### src/core/cfg_defines.vh
// constants shared by the configuration word, reset hold and prescaler logic
`ifndef CFG_DEFINES_VH
`define CFG_DEFINES_VH
// configuration word layout
`define CFG_W          12
`define CFG_DPROT_BIT  7
`define CFG_IFREQ_BIT  6
`define CFG_RPIN_BIT   5
`define CFG_PPROT_BIT  4
`define CFG_WDTEN_BIT  3
`define CFG_OSC_HI     2
`define CFG_OSC_LO     0
// oscillator select codes
`define OSC_LP         3'h0
`define OSC_XT         3'h1
`define OSC_HS         3'h2
`define OSC_EC         3'h3
`define OSC_IRC_IO     3'h4
`define OSC_IRC_CLK    3'h5
`define OSC_ERC_IO     3'h6
`define OSC_ERC_CLK    3'h7
// bit positions in the one-hot mode output
`define MODE_W         6
`define MODE_LP        0
`define MODE_XT        1
`define MODE_HS        2
`define MODE_IRC       3
`define MODE_ERC       4
`define MODE_EC        5
// reset hold timing
`define CLK_KHZ        200000
`define DRT_LONG_MS    18
`define DRT_SHORT_MS   1
`define DRT_W          22
// register byte offsets
`define OFS_CFG        8'h00
`define OFS_OPT        8'h04
`define OFS_TMR        8'h08
`define OFS_CMD        8'h0c
`define OFS_STAT       8'h10
// option register
`define OPT_RESET      8'hff
`define OPT_PSA_BIT    3
`define OPT_PS_HI      2
// command register bits
`define CMD_WCLR_BIT   0
`define CMD_SLEEP_BIT  1
// status register bits
`define ST_TOUT_BIT    0
`define ST_SLEEP_BIT   1
`define ST_HOLD_BIT    2
`define ST_WDT_LO      8
`define ST_WDT_HI      15
// instruction cycle is four clocks
`define ICYC_LAST      2'h3
`endif

### src/core/config_word_osc_reset_select.v
// configuration word decode, reset hold, watchdog, timer and shared prescaler
//
// How it works
// - twelve-bit configuration word sets device options
// - bit 7 low protects data memory
// - bit 6 picks 8 or 4 MHz
// - bit 5 makes shared pin reset input
// - bit 4 low protects program memory
// - bit 3 alone enables the watchdog
// - codes 0-2 are crystal modes, long hold
// - code 3 external clock, pin free, short hold
// - codes 4/5 internal rc, short hold
// - codes 6/7 external rc, short hold
// - crystal modes hold reset 18 ms always
// - rc modes hold 1 ms, power-up only
// - watchdog counts its own rc ticks
// - pin change or timeout ends sleep
// - assign bit routes prescaler timer or watchdog
// - clear instruction (prescaler on watchdog) or timer write (prescaler on timer) clears prescaler
//
// Design decisions made here: the placing of the registers and the AHB-Lite interface to the registers.
`include "cfg_defines.vh"
module config_word_osc_reset_select #(
  parameter [`DRT_W-1:0] LONG_CYC  = `DRT_LONG_MS * `CLK_KHZ,
  parameter [`DRT_W-1:0] SHORT_CYC = `DRT_SHORT_MS * `CLK_KHZ
) (
  // clock and reset
  input  wire               mclk_in,
  input  wire               arst_n_in,
  // ahb-lite slave
  input  wire               hsel_in,
  input  wire [31:0]        haddr_in,
  input  wire [1:0]         htrans_in,
  input  wire               hwrite_in,
  input  wire [2:0]         hsize_in,
  input  wire               hready_in,
  input  wire [31:0]        hwdata_in,
  output wire [31:0]        hrdata_out,
  output wire               hreadyout_out,
  output wire               hresp_out,
  // nonvolatile word and pins
  input  wire [`CFG_W-1:0]  cfg_word_in,
  input  wire               reset_pin_in,
  input  wire [5:0]         port_pins_in,
  input  wire               wdt_tick_in,
  // decoded options
  output wire               data_mem_protect_n_out,
  output wire               prog_mem_protect_n_out,
  output wire               int_osc_freq_sel_out,
  output wire               reset_pin_enable_out,
  output wire               watchdog_enable_out,
  output wire [`MODE_W-1:0] osc_mode_out,
  output wire               port_pin_four_gpio_out,
  // core status
  output wire               pin_three_gpio_out,
  output wire               clkout_out,
  output wire               core_reset_n_out,
  output wire               sleep_out
);
  // one-hot sequencer states
  localparam [4:0] ST_LOAD  = 5'b0_0001;
  localparam [4:0] ST_ARM   = 5'b0_0010;
  localparam [4:0] ST_HOLD  = 5'b0_0100;
  localparam [4:0] ST_RUN   = 5'b0_1000;
  localparam [4:0] ST_SLEEP = 5'b1_0000;

  reg  [4:0]        state_q;      // sequencer state
  reg  [4:0]        state_d;
  reg  [`CFG_W-1:0] cfg_q;        // captured configuration word
  reg               por_q;        // first hold after power-up pending
  reg               por_d;
  reg  [5:0]        pins_prev_q;  // last port pin levels
  reg               pin3_q;       // shared pin as general input
  reg  [1:0]        div_q;        // instruction cycle divider
  reg               clkout_q;     // clock-out pin level
  reg  [7:0]        opt_q;        // option register
  reg  [7:0]        tmr_q;        // timer count register
  reg  [7:0]        wdt_q;        // watchdog count
  reg  [7:0]        presc_q;      // shared prescaler
  reg               tout_q;       // sticky watchdog timeout
  // bus state
  reg               wr_q;         // write data phase pending
  reg               rd_q;         // read wait cycle pending
  reg  [7:0]        ofs_q;        // latched byte offset
  reg               ok_q;         // latched offset in range
  reg  [31:0]       rdata_q;      // read data
  reg  [31:0]       rmux;         // read data selection

  wire              dec_crystal;  // crystal mode selected
  wire              dec_clkout;   // clock-out on second pin
  wire              hold_busy;    // reset hold running
  wire              hold_done;    // last hold cycle
  reg               hold_load;    // start reset hold
  wire              core_rst;     // core held in reset
  wire              pin_reset;    // reset pin asserted
  wire              pin_chg;      // any port pin changed
  wire              running;      // run or sleep
  wire              instr_tick;   // one pulse per instruction cycle
  wire              prescaler_assign;          // prescaler to watchdog
  wire [2:0]        ratio;        // prescale ratio
  wire [7:0]        tmr_mask;     // timer terminal count
  wire [7:0]        pmask;        // active terminal count
  wire              wdt_ovf;      // watchdog count wraps
  wire              psrc;         // prescaler input tick
  wire              pout;         // prescaler output tick
  wire              wdt_tout;     // watchdog time-out event
  wire              acc;          // address phase taken
  wire              wr_opt;       // option write
  wire              wr_tmr;       // timer write
  wire              wr_cmd;       // command write
  wire              wclr;         // watchdog clear command
  wire              sleep_req;    // enter sleep command
  wire              pclr;         // prescaler clear

  // decoded fields of the captured word
  cfg_decode u_dec (
    .cfg_in        (cfg_q),
    .dprot_n_out   (data_mem_protect_n_out),
    .ifreq_out     (int_osc_freq_sel_out),
    .rpin_en_out   (reset_pin_enable_out),
    .pprot_n_out   (prog_mem_protect_n_out),
    .wdt_en_out    (watchdog_enable_out),
    .mode_out      (osc_mode_out),
    .crystal_out   (dec_crystal),
    .clkout_en_out (dec_clkout),
    .pin4_gpio_out (port_pin_four_gpio_out)
  );

  // reset hold timer
  hold_counter #(
    .WIDTH (`DRT_W)
  ) u_hold (
    .clk_in    (mclk_in),
    .arst_n_in (arst_n_in),
    .load_in   (hold_load),
    .count_in  (dec_crystal ? LONG_CYC : SHORT_CYC),
    .busy_out  (hold_busy),
    .done_out  (hold_done)
  );

  assign core_rst   = (state_q == ST_LOAD) | (state_q == ST_ARM) | (state_q == ST_HOLD);
  assign running    = (state_q == ST_RUN) | (state_q == ST_SLEEP);
  // pin is a reset only when enabled, else tied inactive
  assign pin_reset  = reset_pin_enable_out & ~reset_pin_in;
  assign pin_chg    = |(port_pins_in ^ pins_prev_q);
  assign instr_tick = (state_q == ST_RUN) & (div_q == `ICYC_LAST);

  // prescaler routing and terminal counts
  assign prescaler_assign      = opt_q[`OPT_PSA_BIT];
  assign ratio    = opt_q[`OPT_PS_HI:0];
  assign tmr_mask = 8'hff >> (3'h7 - ratio);
  assign pmask    = prescaler_assign ? (tmr_mask >> 1) : tmr_mask;
  // watchdog counts its own rc ticks, only the word enables it
  assign wdt_ovf  = watchdog_enable_out & running & wdt_tick_in & (wdt_q == 8'hff);
  assign psrc     = prescaler_assign ? wdt_ovf : instr_tick;
  assign pout     = psrc & (presc_q == pmask);
  assign wdt_tout = prescaler_assign ? pout : wdt_ovf;

  // bus decode
  assign acc       = hsel_in & htrans_in[1] & hready_in;
  assign wr_opt    = wr_q & ok_q & (ofs_q == `OFS_OPT);
  assign wr_tmr    = wr_q & ok_q & (ofs_q == `OFS_TMR);
  assign wr_cmd    = wr_q & ok_q & (ofs_q == `OFS_CMD);
  assign wclr      = wr_cmd & hwdata_in[`CMD_WCLR_BIT];
  assign sleep_req = wr_cmd & hwdata_in[`CMD_SLEEP_BIT];
  // clear goes with the current owner of the prescaler
  assign pclr      = (wclr & prescaler_assign) | (wr_tmr & ~prescaler_assign);

  assign hrdata_out         = rdata_q;
  assign hreadyout_out      = ~rd_q;
  assign hresp_out          = 1'b0;
  assign pin_three_gpio_out = pin3_q;
  assign clkout_out         = clkout_q;
  assign core_reset_n_out   = ~core_rst;
  assign sleep_out          = (state_q == ST_SLEEP);

  // sequencer: capture, hold, run, sleep
  always @* begin
    state_d   = state_q;
    por_d     = por_q;
    hold_load = 1'b0;
    case (state_q)
      ST_LOAD: begin
        state_d = ST_ARM;
      end
      ST_ARM: begin
        if (!pin_reset) begin
          if (dec_crystal | por_q) begin
            hold_load = 1'b1;
            state_d   = ST_HOLD;
          end else begin
            state_d = ST_RUN;
          end
        end
      end
      ST_HOLD: begin
        if (pin_reset) begin
          state_d = ST_ARM;
        end else if (hold_done) begin
          por_d   = 1'b0;
          state_d = ST_RUN;
        end
      end
      ST_RUN: begin
        if (pin_reset | wdt_tout) begin
          state_d = ST_ARM;
        end else if (sleep_req) begin
          state_d = ST_SLEEP;
        end
      end
      ST_SLEEP: begin
        if (pin_reset | wdt_tout | pin_chg) begin
          state_d = ST_ARM;
        end
      end
      default: begin
        state_d = ST_LOAD;
      end
    endcase
  end

  // sequencer registers and word capture
  always @(posedge mclk_in or negedge arst_n_in) begin
    if (!arst_n_in) begin
      state_q <= ST_LOAD;
      por_q   <= 1'b1;
      cfg_q   <= {`CFG_W{1'b0}};
    end else begin
      state_q <= state_d;
      por_q   <= por_d;
      // word taken once after power-up, fixed afterwards
      if (state_q == ST_LOAD) begin
        cfg_q <= cfg_word_in;
      end
    end
  end

  // pin sampling, divider and clock-out
  always @(posedge mclk_in or negedge arst_n_in) begin
    if (!arst_n_in) begin
      pins_prev_q <= 6'h00;
      pin3_q      <= 1'b0;
      div_q       <= 2'h0;
      clkout_q    <= 1'b0;
    end else begin
      pins_prev_q <= port_pins_in;
      pin3_q      <= ~reset_pin_enable_out & reset_pin_in;
      div_q       <= div_q + 2'h1;
      // instruction clock out only in the clock-out rc codes
      clkout_q    <= dec_clkout & (state_q == ST_RUN) & div_q[1];
    end
  end

  // option, timer, watchdog and prescaler
  always @(posedge mclk_in or negedge arst_n_in) begin
    if (!arst_n_in) begin
      opt_q   <= `OPT_RESET;
      tmr_q   <= 8'h00;
      wdt_q   <= 8'h00;
      presc_q <= 8'h00;
    end else if (core_rst) begin
      // every reset restores option, clears watchdog and prescaler
      opt_q   <= `OPT_RESET;
      wdt_q   <= 8'h00;
      presc_q <= 8'h00;
    end else begin
      if (wr_opt) begin
        opt_q <= hwdata_in[7:0];
      end
      // write wins over a count in the same cycle
      if (wr_tmr) begin
        tmr_q <= hwdata_in[7:0];
      end else if (prescaler_assign ? instr_tick : pout) begin
        tmr_q <= tmr_q + 8'h01;
      end
      if (wclr) begin
        wdt_q <= 8'h00;
      end else if (watchdog_enable_out & wdt_tick_in) begin
        wdt_q <= wdt_q + 8'h01;
      end
      if (pclr) begin
        presc_q <= 8'h00;
      end else if (pout) begin
        presc_q <= 8'h00;
      end else if (psrc) begin
        presc_q <= presc_q + 8'h01;
      end
    end
  end

  // sticky time-out flag, a new time-out beats the clear
  always @(posedge mclk_in or negedge arst_n_in) begin
    if (!arst_n_in) begin
      tout_q <= 1'b0;
    end else if (wdt_tout) begin
      tout_q <= 1'b1;
    end else if (wclr) begin
      tout_q <= 1'b0;
    end
  end

  // read data selection
  always @* begin
    rmux = 32'h0000_0000;
    if (ok_q) begin
      case (ofs_q)
        `OFS_CFG:  rmux[`CFG_W-1:0] = cfg_q;
        `OFS_OPT:  rmux[7:0]        = opt_q;
        `OFS_TMR:  rmux[7:0]        = tmr_q;
        `OFS_STAT: begin
          rmux[`ST_TOUT_BIT]           = tout_q;
          rmux[`ST_SLEEP_BIT]          = (state_q == ST_SLEEP);
          rmux[`ST_HOLD_BIT]           = hold_busy;
          rmux[`ST_WDT_HI:`ST_WDT_LO]  = wdt_q;
        end
        default:   rmux = 32'h0000_0000;
      endcase
    end
  end

  // ahb-lite address and data phases, reads take one wait cycle
  always @(posedge mclk_in or negedge arst_n_in) begin
    if (!arst_n_in) begin
      wr_q    <= 1'b0;
      rd_q    <= 1'b0;
      ofs_q   <= 8'h00;
      ok_q    <= 1'b0;
      rdata_q <= 32'h0000_0000;
    end else begin
      wr_q <= acc & hwrite_in;
      rd_q <= acc & ~hwrite_in;
      if (acc) begin
        ofs_q <= haddr_in[7:0];
        ok_q  <= (haddr_in[31:8] == 24'h00_0000) & (haddr_in[1:0] == 2'h0);
      end
      if (rd_q) begin
        rdata_q <= rmux;
      end
    end
  end
endmodule // config_word_osc_reset_select

### src/core/cfg_decode.v
// decoder of the captured configuration word into fields and oscillator mode
`include "cfg_defines.vh"
module cfg_decode (
  // captured word
  input  wire [`CFG_W-1:0]  cfg_in,
  // decoded fields
  output wire               dprot_n_out,
  output wire               ifreq_out,
  output wire               rpin_en_out,
  output wire               pprot_n_out,
  output wire               wdt_en_out,
  // oscillator mode
  output reg  [`MODE_W-1:0] mode_out,
  output wire               crystal_out,
  output wire               clkout_en_out,
  output wire               pin4_gpio_out
);
  wire [2:0] osc_select;    // oscillator select field

  assign osc_select  = cfg_in[`CFG_OSC_HI:`CFG_OSC_LO];
  assign dprot_n_out = cfg_in[`CFG_DPROT_BIT];
  assign ifreq_out   = cfg_in[`CFG_IFREQ_BIT];
  assign rpin_en_out = cfg_in[`CFG_RPIN_BIT];
  assign pprot_n_out = cfg_in[`CFG_PPROT_BIT];
  assign wdt_en_out  = cfg_in[`CFG_WDTEN_BIT];
  // crystal modes own both oscillator pins
  assign crystal_out   = mode_out[`MODE_LP] | mode_out[`MODE_XT] | mode_out[`MODE_HS];
  // odd rc codes put the instruction clock on the second pin
  assign clkout_en_out = (osc_select == `OSC_IRC_CLK) | (osc_select == `OSC_ERC_CLK);
  assign pin4_gpio_out = (osc_select == `OSC_EC) | (osc_select == `OSC_IRC_IO)
                       | (osc_select == `OSC_ERC_IO);

  // one-hot mode from the select code
  always @* begin
    mode_out = {`MODE_W{1'b0}};
    case (osc_select)
      `OSC_LP:      mode_out[`MODE_LP]  = 1'b1;
      `OSC_XT:      mode_out[`MODE_XT]  = 1'b1;
      `OSC_HS:      mode_out[`MODE_HS]  = 1'b1;
      `OSC_EC:      mode_out[`MODE_EC]  = 1'b1;
      `OSC_IRC_IO,
      `OSC_IRC_CLK: mode_out[`MODE_IRC] = 1'b1;
      default:      mode_out[`MODE_ERC] = 1'b1;
    endcase
  end
endmodule // cfg_decode

### src/core/hold_counter.v
// loadable down counter that holds busy for a given number of cycles
module hold_counter #(
  parameter WIDTH = 22
) (
  // clock and reset
  input  wire             clk_in,
  input  wire             arst_n_in,
  // control
  input  wire             load_in,
  input  wire [WIDTH-1:0] count_in,
  // status
  output wire             busy_out,
  output wire             done_out
);
  reg [WIDTH-1:0] cnt_q;    // cycles left
  reg             busy_q;   // counting

  assign busy_out = busy_q;
  assign done_out = busy_q & (cnt_q == {{(WIDTH-1){1'b0}}, 1'b1});

  // count down from the loaded value, stop at one
  always @(posedge clk_in or negedge arst_n_in) begin
    if (!arst_n_in) begin
      cnt_q  <= {WIDTH{1'b0}};
      busy_q <= 1'b0;
    end else if (load_in) begin
      cnt_q  <= count_in;
      busy_q <= 1'b1;
    end else if (done_out) begin
      busy_q <= 1'b0;
    end else if (busy_q) begin
      cnt_q  <= cnt_q - {{(WIDTH-1){1'b0}}, 1'b1};
    end
  end
endmodule // hold_counter

### config.mk
export PLATFORM = sky130hd
export DESIGN_NAME = config_word_osc_reset_select
export DESIGN_NICKNAME = d
export VERILOG_FILES = /design/src/core/config_word_osc_reset_select.v /design/src/core/cfg_decode.v /design/src/core/hold_counter.v
export VERILOG_INCLUDE_DIRS = /design/src /design/src/core
export SDC_FILE = /design/constraint.sdc
export NUM_CORES = 1
export LEC_CHECK = 0
export ABC_AREA = 1
export BUFFER_PORTS_ARGS = -buffer_cell sky130_fd_sc_hd__buf_2
export CORE_ASPECT_RATIO = 0.5
export CORE_MARGIN = 5
export CORE_UTILIZATION = 47
export DETAILED_ROUTE_END_ITERATION = 10
export GPL_TIMING_DRIVEN = 0
export PLACE_DENSITY = 0.78
export SLEW_MARGIN = 15
export SYNTH_ARGS = -nofsm -noshare
export SYNTH_HDL_FRONTEND = slang
export SYNTH_SLANG_ARGS = --single-unit
### constraint.sdc
create_clock -name mclk_in -period 4.5 [get_ports mclk_in]
set_input_delay 0.225 -clock mclk_in [delete_from_list [all_inputs] [get_ports mclk_in]]
set_output_delay 0.225 -clock mclk_in [all_outputs]
set_load 0.05 [all_outputs]
; Word-level counts from Yosys, hierarchy flattened
; Index checks and enable logic that the tools add are counted.
[op_classes]
addsub = 6
n_mul = 0
n_div = 0
order_cmp = 0
n_eq_ne = 25
shift = 1
muxes = 45
bitwise = 44
reduce_logical = 18
[ops]
columns = cell, n
row1 = 8-bit 2-to-1 mux, 12
row2 = 22-bit 2-to-1 mux, 4
row3 = 5-bit 2-to-1 mux, 6
row4 = 5-bit case mux with 5 select lines, 1
row5 = "8-bit by 1-bit adder with 8-bit output, second input constant", 3
row6 = 1-bit bitwise AND, 24
row7 = 24-bit logical NOT, 1
row8 = "22-bit by 1-bit == test with 1-bit output, second input constant", 1
row9 = "22-bit by 1-bit subtractor with 22-bit output, second input constant", 1
row10 = "8-bit by 4-bit == test with 1-bit output, second input constant", 2
row11 = 1-bit 2-to-1 mux, 16
row12 = 16-bit 2-to-1 mux, 1
row13 = 5-bit case mux with 3 select lines, 1
row14 = "3-bit == test, second input constant", 4
row15 = 1-bit OR, 12
row16 = 3-bit case mux with 4 select lines, 1
row17 = 6-bit OR reduction, 2
row18 = 2-bit nonzero test, 5
row19 = "8-bit by 3-bit == test with 1-bit output, second input constant", 1
row20 = "8-bit by 5-bit == test with 1-bit output, second input constant", 1
row21 = 8-bit == test, 1
row22 = "8-bit == test, second input constant", 1
row23 = 8-bit logical NOT, 1
row24 = 4-bit 2-to-1 mux, 2
row25 = 26 further kinds, 35
[totals]
register_bits = 127
latch_bits = 0
ram_bits = 0
rom_bits = 0
memories = 0

; Depth between registers and ports, before layout
; Gate-level depths: netlist of the first run.
[depth]
ltp_word = 12
ltp_mapped = 16
mapped_depth_nobuf = 15

; Hierarchy
; Synthesis of the first run repeated with hierarchy kept, for this count alone.
[hier_totals]
cells_unflattened = 891
area_unflattened_um2 = 6620.1
[by_module_without_submodules]
columns = module, instances, cells_per_inst, area_per_inst_um2, seq_area_each_um2
row1 = config_word_osc_reset_select, 1, 587, 4702.0, 2214.6
row2 = hold_counter, 1, 282, 1809.2, 575.6
row3 = cfg_decode, 1, 22, 108.9, 0.0

; Least setup slack after synthesis of the first run
; OpenSTA, ideal clock, no wires.
[synth_path]
kind = reg-to-reg
start = register cfg_q[3]
end = register presc_q[1]
setup_ns = 0.117
t_arrival_ns = 1.743
required_ns = 4.383
setup_slack_ns = 2.640
path_stages_with_launch = 11
period_less_slack_ns = 1.860
cell_sequence = dfrtp_1 -> nand2_1 -> inv_1 -> nand2_1 -> nor2_1 -> nand3_1 -> o21ai_2 -> inv_1 -> o21a_1 -> nand3_1 -> nand2_1
[synth_between]
elab_chain_len = 8
elab_cells_between_ends = 9
cone_classes = 4 x mux / 4 x bitwise / 1 x reduce/logical
[synth_lines]
columns = item, line
row1 = "start, declared", config_word_osc_reset_select.v:69  ; reg [`CFG_W-1:0] cfg_q;
row2 = "start signal, assigned", config_word_osc_reset_select.v:227  ; cfg_q <= {`CFG_W{1'b0}};
row3 = "start signal, assigned", config_word_osc_reset_select.v:233  ; cfg_q <= cfg_word_in;
row4 = 1-bit bitwise AND * (3 in series), config_word_osc_reset_select.v:154  ; assign wdt_ovf = watchdog_enable_out & running & wdt_tick_in & (wdt_q == 8'hff);
row5 = 1-bit 2-to-1 mux *, config_word_osc_reset_select.v:155  ; assign psrc = prescaler_assign ? wdt_ovf : instr_tick;
row6 = 1-bit bitwise AND, config_word_osc_reset_select.v:156  ; assign pout = psrc & (presc_q == pmask);
row7 = 8-bit 2-to-1 mux, config_word_osc_reset_select.v:283  ; end else if (pout) begin
row8 = 8-bit 2-to-1 mux, config_word_osc_reset_select.v:281  ; if (pclr) begin
row9 = 8-bit 2-to-1 mux, config_word_osc_reset_select.v:261  ; end else if (core_rst) begin
row10 = "end signal, assigned", config_word_osc_reset_select.v:286  ; presc_q <= presc_q + 8'h01;
row11 = "end, declared", config_word_osc_reset_select.v:79  ; reg [7:0] presc_q;
; Mark *: on every way between the ends. The rest lies on a longest branch, timed or not.
; A chain may end at the register's enable or synchronous reset.

; Worst setup path after layout of the first run
[layout_path]
start = register state_q[0]
end = output port core_reset_n_out
[layout_between]
elab_chain_len = 4
elab_cells_between_ends = 6
cone_classes = 3 x eq/ne / 3 x bitwise
[layout_lines]
columns = item, line
row1 = "start, declared", config_word_osc_reset_select.v:67  ; reg [4:0] state_q;
row2 = "start signal, assigned", config_word_osc_reset_select.v:229  ; state_q <= state_d;
row3 = 5-bit by 1-bit == test with 1-bit output / 5-bit by 2-bit == test with 1-bit output (equally long branches), config_word_osc_reset_select.v:141  ; assign core_rst = (state_q == ST_LOAD) | (state_q == ST_ARM) | (state_q == ST_HOLD);
row4 = 1-bit OR, config_word_osc_reset_select.v:141
row5 = 1-bit OR *, config_word_osc_reset_select.v:141
row6 = 1-bit NOT (no line) *, n/a
row7 = "end, declared", config_word_osc_reset_select.v:57  ; output wire core_reset_n_out,
; Marked as above.

==> out/metrics.cfg, run 1 <==
[run_status]
outcome=finished, final reports clean

[timing]
maxSlewViolCount=0
min_period_ps=2151
relSlewSlack_pct=64.21
setup_viol=0
finClkSkew_ps=5.940
setup-tns-final_ps=0
finalHoldViolCount=0
rsz0062_at_grt=no
finalCritPeriodShare_pct=47.79
fin_ws_ps=2349
fmax_mhz=465.0
worst_slew_pin_slew_ps=536.9

[grt]
grtUsageTotal_pct=20.06
grt_max_degree=76
antenna_found_initial=0
grt_first_pass_wirelength_um=25750
grt_pass1_vias=5476
grt_overflow=0

[clock_tree]
cts.sinks=111
clockBufferDepth=2
htree_levels=3
cts_made_buffers=9
post_cts_buffers=0
cts_tree=built
clk_pin_slew_ps=70
clkLatencyLatePin_ps=350
cts.repair.resized=0
hold_buffers=5
cts_root_buf=clkbuf_16

[worst_setup_path]
worst_ep_arrival_time_ps=1930
r2r_slack_ps=2350
r2r_end=state_q[4]$_DFFE_PN0P_
cp_num_buf_inv=3
r2r_start=opt_q[3]$_DFFE_PN1P_
path_cells=inv_1, nor2_1, nand3_2, nand3_2, inv_1, buf_2
cp-end-kind=output port
worst_setup_path_start_kind=register
critical_path_required_ps=4280
cp_slowest_cell=dfstp_2
cp_max_fo=9
reg2reg_depth=14
slowest_delay_ps=540
crit_family=simple AND/OR/NAND/NOR gates
crit_type=reg -> out

[routing]
wl_per_cell_um=14.22
drc_errors=0
dr.pass1.iters=6
vias=5623
viasPerCell=5.226
drt_wl_total_um=15300
final_antenna_net_count=0
drt_iter0_markers=458

[run]
maxCapViolCount=0

[die]
die_w_um=171.8
dieHeight_um=90.90
io_pins=144
start_util_pct=48.31
fp-row-count=29
core_area_um2=12740
dieArea_um2=15620

[synthesis]
ys.flop_type=dfrtp_1
yosysSeqAreaShare_pct=45.35
synth-async-reset-ratio_pct=100.0
synthDistinctLibCells=47
synth_area_per_cell_um2=7.979
syn_area_um2=6152
synth.ff_latch_count=111
synthCells=771
yosysWarnings=0
synth_edf_count=0

[power_and_ir_drop]
vdd_drop_max_mv=0.2494
power.density_nw_per_um2=556.6
leakagePower_nw=3.743

[worst_hold_path]
holdPathStages=1
min-delay-start=port_pins_in[5]
holdPathEnd=pins_prev_q[5]$_DFF_PN0_
hold_class=in -> reg

[layout]
stdcell_count=1076
fillers=1152
num_antenna_cells=0
utilization_pct=57.16
fin_nets=1002
syn_to_final_growth_pct=18.32
drive_gt1_share_pct=22.96

[placement]
placed_cells=1056
gp_congestion=0.8701
portBuffers=98
dp_slack_ps=2462
dpl.hpwl_um=11320

## synthesized netlist by cell type (all sizes together) (3+ instances only)
cell      n  area (um^2)
dfstp    10        262.8
dfrtp   101         2527
nor2     97        409.1
o21a      3        22.52
o211ai    3        22.52
mux2      8        90.09
o22ai     6        37.54
nor3     16        85.08
nand3    55        322.8
a21oi    34        188.9
ha        6        75.07
clkbuf    5        20.01
nand2   165        661.9
xnor2     4        35.03
buf      26        185.2
inv     102        385.4
o21ai    77        407.9
nand4    14        93.84
xor2     18        157.7
a221oi    4        35.03
nor4      6        52.55
## logic make-up (layout without fill, tap and decap cells)
group,after synthesis,in the layout,share of synthesized area (%)
buffers and inverters,135,254,9.721
xor gates and xnor gates,22,22,3.132
and+or+nand+nor,353,353,26.42
adders and majority gates,6,6,1.220
other,1,17,0.06095
muxes,9,9,1.627
AOI/OAI and AO/OA,134,134,12.47
DFF,111,111,45.35
## metrics by stage
stage,instance area (um^2),power (mW),hold slack [ps]
after CTS,7279,4.048,1.336
after detailed placement,6949,3.241,153.2
after floorplan,6212,2.809,-70.59
after global routing,7279,4.335,2.268
final,7279,4.052,7.621
after global placement,6915,3.176,359.8
## metal layers
| metal | track usage [%] | share of wire [%] | vias up |
|---|---|---|---|
| met5 | 0 | 0 | - |
| met4 | 5.298 | 1.4 | 0 |
| met3 | 3.542 | 5.2 | 25 |
| met2 | 34.58 | 50 | 172 |
| met1 | 26.26 | 44 | 2687 |
| li1 | - | - | 2739 |
## area by class of cell
type,instances,area (um^2),share of cell area [%]
Clock buffer,11,232.7,3.197
Timing Repair Buffer,104,574.3,7.889
Clock inverter,4,47.55,0.6531
Multi-Input combinational cell,541,2824,38.79
Buffer,31,205.2,2.819
Inverter,104,392.9,5.397
Tap cell,170,212.7,2.922
Sequential cell,111,2790,38.33
## placed cells by master (no fill, tap or decap), types with 4 or more instances in the layout
cell type and count:
conb_1 17, xor2_1 18, a221oi_1 4, nand4_1 13
clkbuf_1 6, nor2_2 6, nor2_1 87, nor3_1 15
nand2_2 8, nand2_1 154, a21oi_2 5, clkbuf_16 9
a21oi_1 29, o21ai_0 67, buf_2 104, nor4_1 5
nand3_1 47, o22ai_1 6, xnor2_1 4, mux2_2 8
ha_1 6, dfrtp_1 101, buf_4 17, dlygate4sd3_1 5
inv_2 7, inv_1 94, nor2_4 4, o21ai_2 6
o21ai_1 4, nand3_2 7, dfstp_2 10
## report_power, final
group / internal (mW) / switching (mW)
Sequential: 1.27 / 0.205
Clock: 0.428 / 0.364
Combinational: 0.566 / 1.22
Total: 2.26 / 1.79
## worst max path at each step
stage | start | endpoint | slack (ps) | depth (start not counted)
finish | state_q[0]$_DFFE_PN1P_ | core_reset_n_out | 2350 | 6
global route | opt_q[3]$_DFFE_PN1P_ | state_q[4]$_DFFE_PN0P_ | 2170 | 14
CTS | state_q[0]$_DFFE_PN1P_ | core_reset_n_out | 2320 | 6
detailed placement | opt_q[3]$_DFFE_PN1P_ | state_q[4]$_DFFE_PN0P_ | 2460 | 14
global placement | arst_n_in | presc_q[0]$_DFFE_PN0P_ | 1870 | 1
floorplan | cfg_q[3]$_DFFE_PN0P_ | presc_q[1]$_DFFE_PN0P_ | 2640 | 10
## flip-flops by register name (all words and copies together), names as in the netlist
name,cells
u_hold.busy_out,1
wr_q,1
pin_three_gpio_out,1
tout_q,1
wdt_q,8
state_q,5
opt_q,8
ok_q,1
rd_q,1
pins_prev_q,6
tmr_q,8
cfg_q,12
hrdata_out,16
clkout_out,1
presc_q,8
por_q,1
div_q,2
u_hold.cnt_q,22
ofs_q,8
Note: power is estimated with default switching activity, not from simulation.
==> run 2, diff against run 1 <==
clock period = 2.1 ns   (was 4.5 ns; I/O delays follow)
==> run 2 against run 1 <==
Against the previous run:
- hold slack improved by 2.3 ps
- largest cell class unchanged
- register-to-register slack got worse by 2200 ps
- non-clock buffer count rose by 30
- critical path depth rose by 5
- die area did not move
- clock skew rose by 0.92 ps
- highest routed layer unchanged
==> out/metrics.cfg, run 2 (synthesis results as in run 1) <==
[worst_setup_path]
cp-end-kind=register  ; was output port
r2r_start=u_hold.cnt_q[1]$_DFFE_PN0P_  ; was opt_q[3]$_DFFE_PN1P_
slowest_delay_ps=420  ; was 540 ps
cp_slowest_cell=dfrtp_1  ; was dfstp_2
crit_family=simple AND/OR/NAND/NOR gates  ; unchanged
worst_ep_arrival_time_ps=2210  ; was 1930 ps
critical_path_required_ps=2320  ; was 4280 ps
cp_num_buf_inv=3  ; unchanged
r2r_end=u_hold.cnt_q[6]$_DFFE_PN0P_  ; was state_q[4]$_DFFE_PN0P_
worst_setup_path_start_kind=register  ; unchanged
reg2reg_depth=11  ; was 14
crit_type=reg -> reg  ; was reg -> out
r2r_slack_ps=110  ; was 2350 ps
cp_max_fo=10  ; was 9
path_cells=inv_1, ha_1, nand2_1, nor2_1, nand4_1, nand2_2, nand2_1, clkbuf_4, inv_2, o21ai_0, o21ai_0  ; was inv_1, nor2_1, nand3_2, nand3_2, inv_1, buf_2

[layout]
stdcell_count=1106  ; was 1,076
num_antenna_cells=0  ; unchanged
final_common_cell=nand2_1  ; unchanged
syn_to_final_growth_pct=24.00  ; was 18.32%
fin_nets=1032  ; was 1,002
drive_gt1_share_pct=25.00  ; was 22.96%
largest_reg_flops=22  ; unchanged
design_area_um2=7629  ; was 7279 um^2
mostFrequentLayoutCells=nand2_1, buf_2, dfrtp_1  ; unchanged
utilization_pct=59.90  ; was 57.16%
regMostFlops=u_hold.cnt_q  ; unchanged

[die]
core_area_um2=12740  ; unchanged
fp-row-count=29  ; unchanged
dieHeight_um=90.90  ; unchanged
start_util_pct=48.31  ; unchanged
die_w_um=171.8  ; unchanged
io_pins=144  ; unchanged
dieArea_um2=15620  ; unchanged

[power_and_ir_drop]
switchingPower_mw=3.921  ; was 1.790 mW
comb_power_share_pct=45.3  ; was 44.1%
power.density_nw_per_um2=1165  ; was 556.6 nW/um^2
clkPwrFrac_pct=19.0  ; was 19.5%
swShare_pct=44.11  ; was 44.18%
leakagePower_nw=3.893  ; was 3.743 nW
internal_power_mw=4.967  ; was 2.262 mW
seq_power_share_pct=35.7  ; was 36.3%
vdd_drop_max_mv=0.5446  ; was 0.2494 mV
total_power_mw=8.888  ; was 4.052 mW

[worst_hold_path]
holdPathEnd=cfg_q[0]$_DFFE_PN0P_  ; was pins_prev_q[5]$_DFF_PN0_
holdPathStages=3  ; was 1
min-delay-start=cfg_word_in[0]  ; was port_pins_in[5]
hold_class=in -> reg  ; unchanged

[grt]
grt_first_pass_wirelength_um=26300  ; was 25,750 um
grt_overflow=0  ; unchanged
antenna_found_initial=0  ; unchanged
grt_max_degree=76  ; unchanged
grtUsageTotal_pct=20.48  ; was 20.06%
grt_pass1_vias=5631  ; was 5,476

[timing]
setup_viol=0  ; unchanged
setup-tns-final_ps=0  ; unchanged
min_period_ps=1988
finClkSkew_ps=6.862  ; was 5.940 ps
rsz0062_at_grt=yes  ; was no
maxSlewViolCount=0  ; unchanged
finalCritPeriodShare_pct=94.68
hold_ws_ps=9.915  ; was 7.621 ps
finalHoldViolCount=0  ; unchanged
fin_ws_ps=111.8  ; was 2349 ps
fmax_mhz=503.0

[routing]
viasPerCell=5.222  ; was 5.226
dr.pass1.iters=5  ; was 6
drc_errors=0  ; unchanged
drt_wl_total_um=15860  ; was 15,300 um
vias=5776  ; was 5,623
drt_iter0_markers=427  ; was 458
wl_per_cell_um=14.34  ; was 14.22 um
final_antenna_net_count=0  ; unchanged

[placement]
dp_slack_ps=61.87  ; was 2462 ps
dpl.hpwl_um=11320  ; unchanged
gp_congestion=0.8701  ; unchanged
place_area_um2=6949  ; unchanged
placed_cells=1056  ; unchanged
portBuffers=98  ; unchanged

[clock_tree]
cts_made_buffers=9  ; unchanged
clkLatencyLatePin_ps=350  ; about the same
clockBufferDepth=2  ; unchanged
cts_root_buf=clkbuf_16  ; unchanged
cts.sinks=111  ; unchanged
clk_pin_slew_ps=70  ; about the same
cts_tree=built  ; unchanged
htree_levels=3  ; unchanged

[run_status]
outcome=finished, final reports clean  ; unchanged

[run]
maxCapViolCount=0  ; unchanged

## run 2: power groups by stage
stage | clock network (mW) | registers, mW | logic [mW]
6_report | 1.69 | 3.17 | 4.03
5_1_grt | 1.80 | 3.23 | 4.48
3_5_place_dp | 0 | 3.17 | 3.77
4_1_cts | 1.71 | 3.14 | 3.85
2_1_floorplan | 0 | 3.25 | 2.77
3_3_place_gp | 0 | 3.15 | 3.65
## run 2: routing by layer
metal  global-route usage, %  share of wire, %
met4                   5.559               1.6
met3                   3.585               4.8
met1                   26.49                43
met2                   35.63                51
met5                       0                 0
## run 2: timing repair
action,in CTS,in global routing
setup endpoints to repair,0,34
hold buffers,26,0
hold endpoints to repair,63,0
gates resized for setup,0,24
setup buffers,0,9
## run 2: worst max-delay path by stage
stage                                startpoint                           to  slack [ps]  cells past startpoint
floorplan                  cfg_q[3]$_DFFE_PN0P_       presc_q[1]$_DFFE_PN0P_         240                     10
global placement                      arst_n_in       presc_q[0]$_DFFE_PN0P_        -410                      1
detailed placement         opt_q[3]$_DFFE_PN1P_       state_q[4]$_DFFE_PN0P_          60                     14
CTS                        opt_q[3]$_DFFE_PN1P_       state_q[4]$_DFFE_PN0P_          10                     14
global route               opt_q[3]$_DFFE_PN1P_       state_q[4]$_DFFE_PN0P_         -50                     14
finish              u_hold.cnt_q[1]$_DFFE_PN0P_  u_hold.cnt_q[6]$_DFFE_PN0P_         110                     11
## run 2: final cells by class
class	instances	area [um^2]
Multi-Input combinational cell	541	2892
Inverter	104	392.9
Sequential cell	111	2790
Buffer	31	209.0
Fill cell	1087	5107
Clock buffer	11	232.7
Timing Repair Buffer	134	852.1
Tap cell	170	212.7
Clock inverter	4	47.55
## run 2: worst reg2reg max path, cell delays in order (launching register included)
cell and delay (ps):
dfrtp_1 420, inv_1 100, ha_1 180, nand2_1 60
nor2_1 40, nand4_1 150, nand2_2 130, nand2_1 150
clkbuf_4 230, inv_2 80, o21ai_0 180, o21ai_0 140
==> run 3, diff against run 2 <==
CORE_ASPECT_RATIO = 2   (was 0.5)
RECOVER_POWER = 25   (was unset)
==> run 3 against run 2 <==
Against the previous run:
- sequential power hardly changed
- clock-buffer cell count is 1 higher
- hold slack worse by 6.6 ps
- design area is 0.46% lower
- combinational power hardly changed
- highest routed layer unchanged
==> out/metrics.cfg, run 3 (synthesis results as in run 1) <==
[run_status]
outcome=finished, final reports clean  ; unchanged

[routing]
drt_iter0_markers=317  ; was 427
drc_errors=0  ; unchanged
wl_per_cell_um=15.32  ; was 14.34 um
viasPerCell=5.244  ; was 5.222
vias=5706  ; was 5,776
drt_wl_total_um=16670  ; was 15,860 um
dr.pass1.iters=5  ; unchanged
final_antenna_net_count=0  ; unchanged

[timing]
min_period_ps=2014  ; was 1988 ps
setup_viol=0  ; unchanged
maxSlewViolCount=0  ; unchanged
worst_slew_pin_slew_ps=1401
fin_ws_ps=85.75  ; was 111.8 ps
rsz0062_at_grt=yes  ; unchanged
fmax_mhz=496.5  ; was 503.0 MHz
finalHoldViolCount=0  ; unchanged
relSlewSlack_pct=6.594
finClkSkew_ps=11.66  ; was 6.862 ps
finalCritPeriodShare_pct=95.92  ; was 94.68%

[layout]
final_common_cell=nand2_1  ; unchanged
num_antenna_cells=0  ; unchanged
fin_nets=1031  ; was 1,032
drive_gt1_share_pct=24.47  ; was 25.00%
syn_to_final_growth_pct=23.43  ; was 24.00%
regMostFlops=u_hold.cnt_q  ; unchanged
mostFrequentLayoutCells=nand2_1, dfrtp_1, buf_2  ; was nand2_1, buf_2, dfrtp_1
largest_reg_flops=22  ; unchanged

[worst_setup_path]
reg2reg_depth=12  ; was 11
worst_ep_arrival_time_ps=2250  ; was 2210 ps
cp_common_cell=nand2_1
r2r_start=ofs_q[7]$_DFFE_PN0P_  ; was u_hold.cnt_q[1]$_DFFE_PN0P_
cp_max_fo=9  ; was 10
cp-end-kind=register  ; unchanged
worst_setup_path_start_kind=register  ; unchanged
cp_num_buf_inv=1  ; was 3
crit_type=reg -> reg  ; unchanged
path_cells=nor2_1, nand2_1, nor2_4, nand4_1, nor2_1, nand2_1, o21ai_1, nor2_2, nand2_4, inv_2, nand2_1, o31ai_1  ; was inv_1, ha_1, nand2_1, nor2_1, nand4_1, nand2_2, nand2_1, clkbuf_4, inv_2, o21ai_0, o21ai_0
crit_family=simple AND/OR/NAND/NOR gates  ; unchanged
r2r_end=presc_q[6]$_DFFE_PN0P_  ; was u_hold.cnt_q[6]$_DFFE_PN0P_
cp_slowest_cell=dfrtp_1  ; unchanged
slowest_delay_ps=380  ; was 420 ps
r2r_slack_ps=90  ; was 110 ps
critical_path_required_ps=2330  ; was 2320 ps

[grt]
antenna_found_initial=0  ; unchanged
grt_pass1_vias=5693  ; was 5,631
top_usage_layer=met2  ; unchanged
grtUsageMet2_pct=40.87  ; was 35.63%
groute.layer.met1.usage_pct=20.01  ; was 26.49%
grt_first_pass_wirelength_um=26410  ; was 26,300 um
use_met3_pct=3.282  ; was 3.585%
grt_max_degree=58  ; was 76
grtUsageTotal_pct=20.99  ; was 20.48%
grt_overflow=0  ; unchanged

[run]
maxCapViolCount=0  ; unchanged

[clock_tree]
cts_tree=built  ; unchanged
clk_pin_slew_ps=80  ; was 70 ps
cts.sinks=111  ; unchanged
cts_made_buffers=9  ; unchanged
clkLatencyLatePin_ps=360  ; was 350 ps
cts_root_buf=clkbuf_16  ; unchanged
htree_levels=3  ; unchanged
clockBufferDepth=2  ; unchanged

[power_and_ir_drop]
vdd_drop_max_mv=0.7436  ; was 0.5446 mV
total_power_mw=8.902  ; was 8.888 mW
leakagePower_nw=3.864  ; was 3.893 nW
power.density_nw_per_um2=1172  ; was 1165 nW/um^2

[worst_hold_path]
holdPathEnd=cfg_q[2]$_DFFE_PN0P_  ; was cfg_q[0]$_DFFE_PN0P_
min-delay-start=cfg_word_in[2]  ; was cfg_word_in[0]
holdPathStages=3  ; unchanged
hold_class=in -> reg  ; unchanged

[die]
io_pins=144  ; unchanged
fp-row-count=59  ; was 29
core_area_um2=12920  ; was 12,740 um^2
dieHeight_um=171.8  ; was 90.90 um
die_w_um=90.90  ; was 171.8 um
start_util_pct=47.62  ; was 48.31%
dieArea_um2=15620  ; unchanged

[placement]
portBuffers=98  ; unchanged
dpl.hpwl_um=12810  ; was 11,320 um
dp_slack_ps=44.27  ; was 61.87 ps
gp_congestion=0.9265  ; was 0.8701

==> run 3: power breakdown <==
group          total, mW  switching (mW)  internal [mW]
Combinational       4.03            2.70           1.32
Clock               1.70           0.814          0.887
Sequential          3.17           0.455           2.72
Total               8.90            3.97           4.93
==> run 3: worst max path at each step <==
stage / depth (start not counted) / slack (ps) / to / from
CTS: 11 / 20 / wdt_q[4]$_DFFE_PN0P_ / state_q[0]$_DFFE_PN1P_
finish: 12 / 90 / presc_q[6]$_DFFE_PN0P_ / ofs_q[7]$_DFFE_PN0P_
floorplan: 10 / 240 / presc_q[1]$_DFFE_PN0P_ / cfg_q[3]$_DFFE_PN0P_
detailed placement: 11 / 40 / wdt_q[4]$_DFFE_PN0P_ / state_q[0]$_DFFE_PN1P_
global route: 11 / -60 / u_hold.cnt_q[18]$_DFFE_PN0P_ / cfg_q[1]$_DFFE_PN0P_
global placement: 1 / -380 / cfg_q[0]$_DFFE_PN0P_ / arst_n_in
==> run 3: tightest hold or removal path: stages <==
cell	delay, ps
buf_2	80
nor2_1	40
a21oi_1	100
==> run 3: through the flow <==
stage / TNS, ps / util (%) / hold WS, ps / instance area (um^2) / instances
3_5_place_dp: 0 / 53.62 / 98.58 / 6927 / 1038
2_1_floorplan: 0 / - / -190.6 / 6212 / 787
6_report: 0 / 58.78 / 3.349 / 7594 / 1088
4_1_cts: 0 / 57.82 / 4.379 / 7470 / 1079
3_3_place_gp: -37740 / 53.36 / 238.1 / 6893 / 1037
5_1_grt: -227.6 / 58.78 / 9.036 / 7594 / 1088
==> run 3: cell type report <==
type / count / area (um^2)
Clock inverter: 4 / 36.28
Clock buffer: 12 / 256.5
Sequential cell: 111 / 2791
Multi-Input combinational cell: 541 / 2884
Buffer: 31 / 211.5
Timing Repair Buffer: 133 / 827.0
Inverter: 104 / 396.6
Fill cell: 1160 / 5325
Tap cell: 152 / 190.2
==> run 3: routing by layer <==
layer	routed length, um	vias up
met5	0	-
li1	-	2800
met2	9320	179
met1	5673	2666
met3	707	61
met4	966	0
==> run 3: what timing repair did <==
action,CTS,global route
hold buffers,25,0
resized for setup,0,25
hold endpoints to repair,79,0
buffers inserted,0,9
setup endpoints to repair,0,24
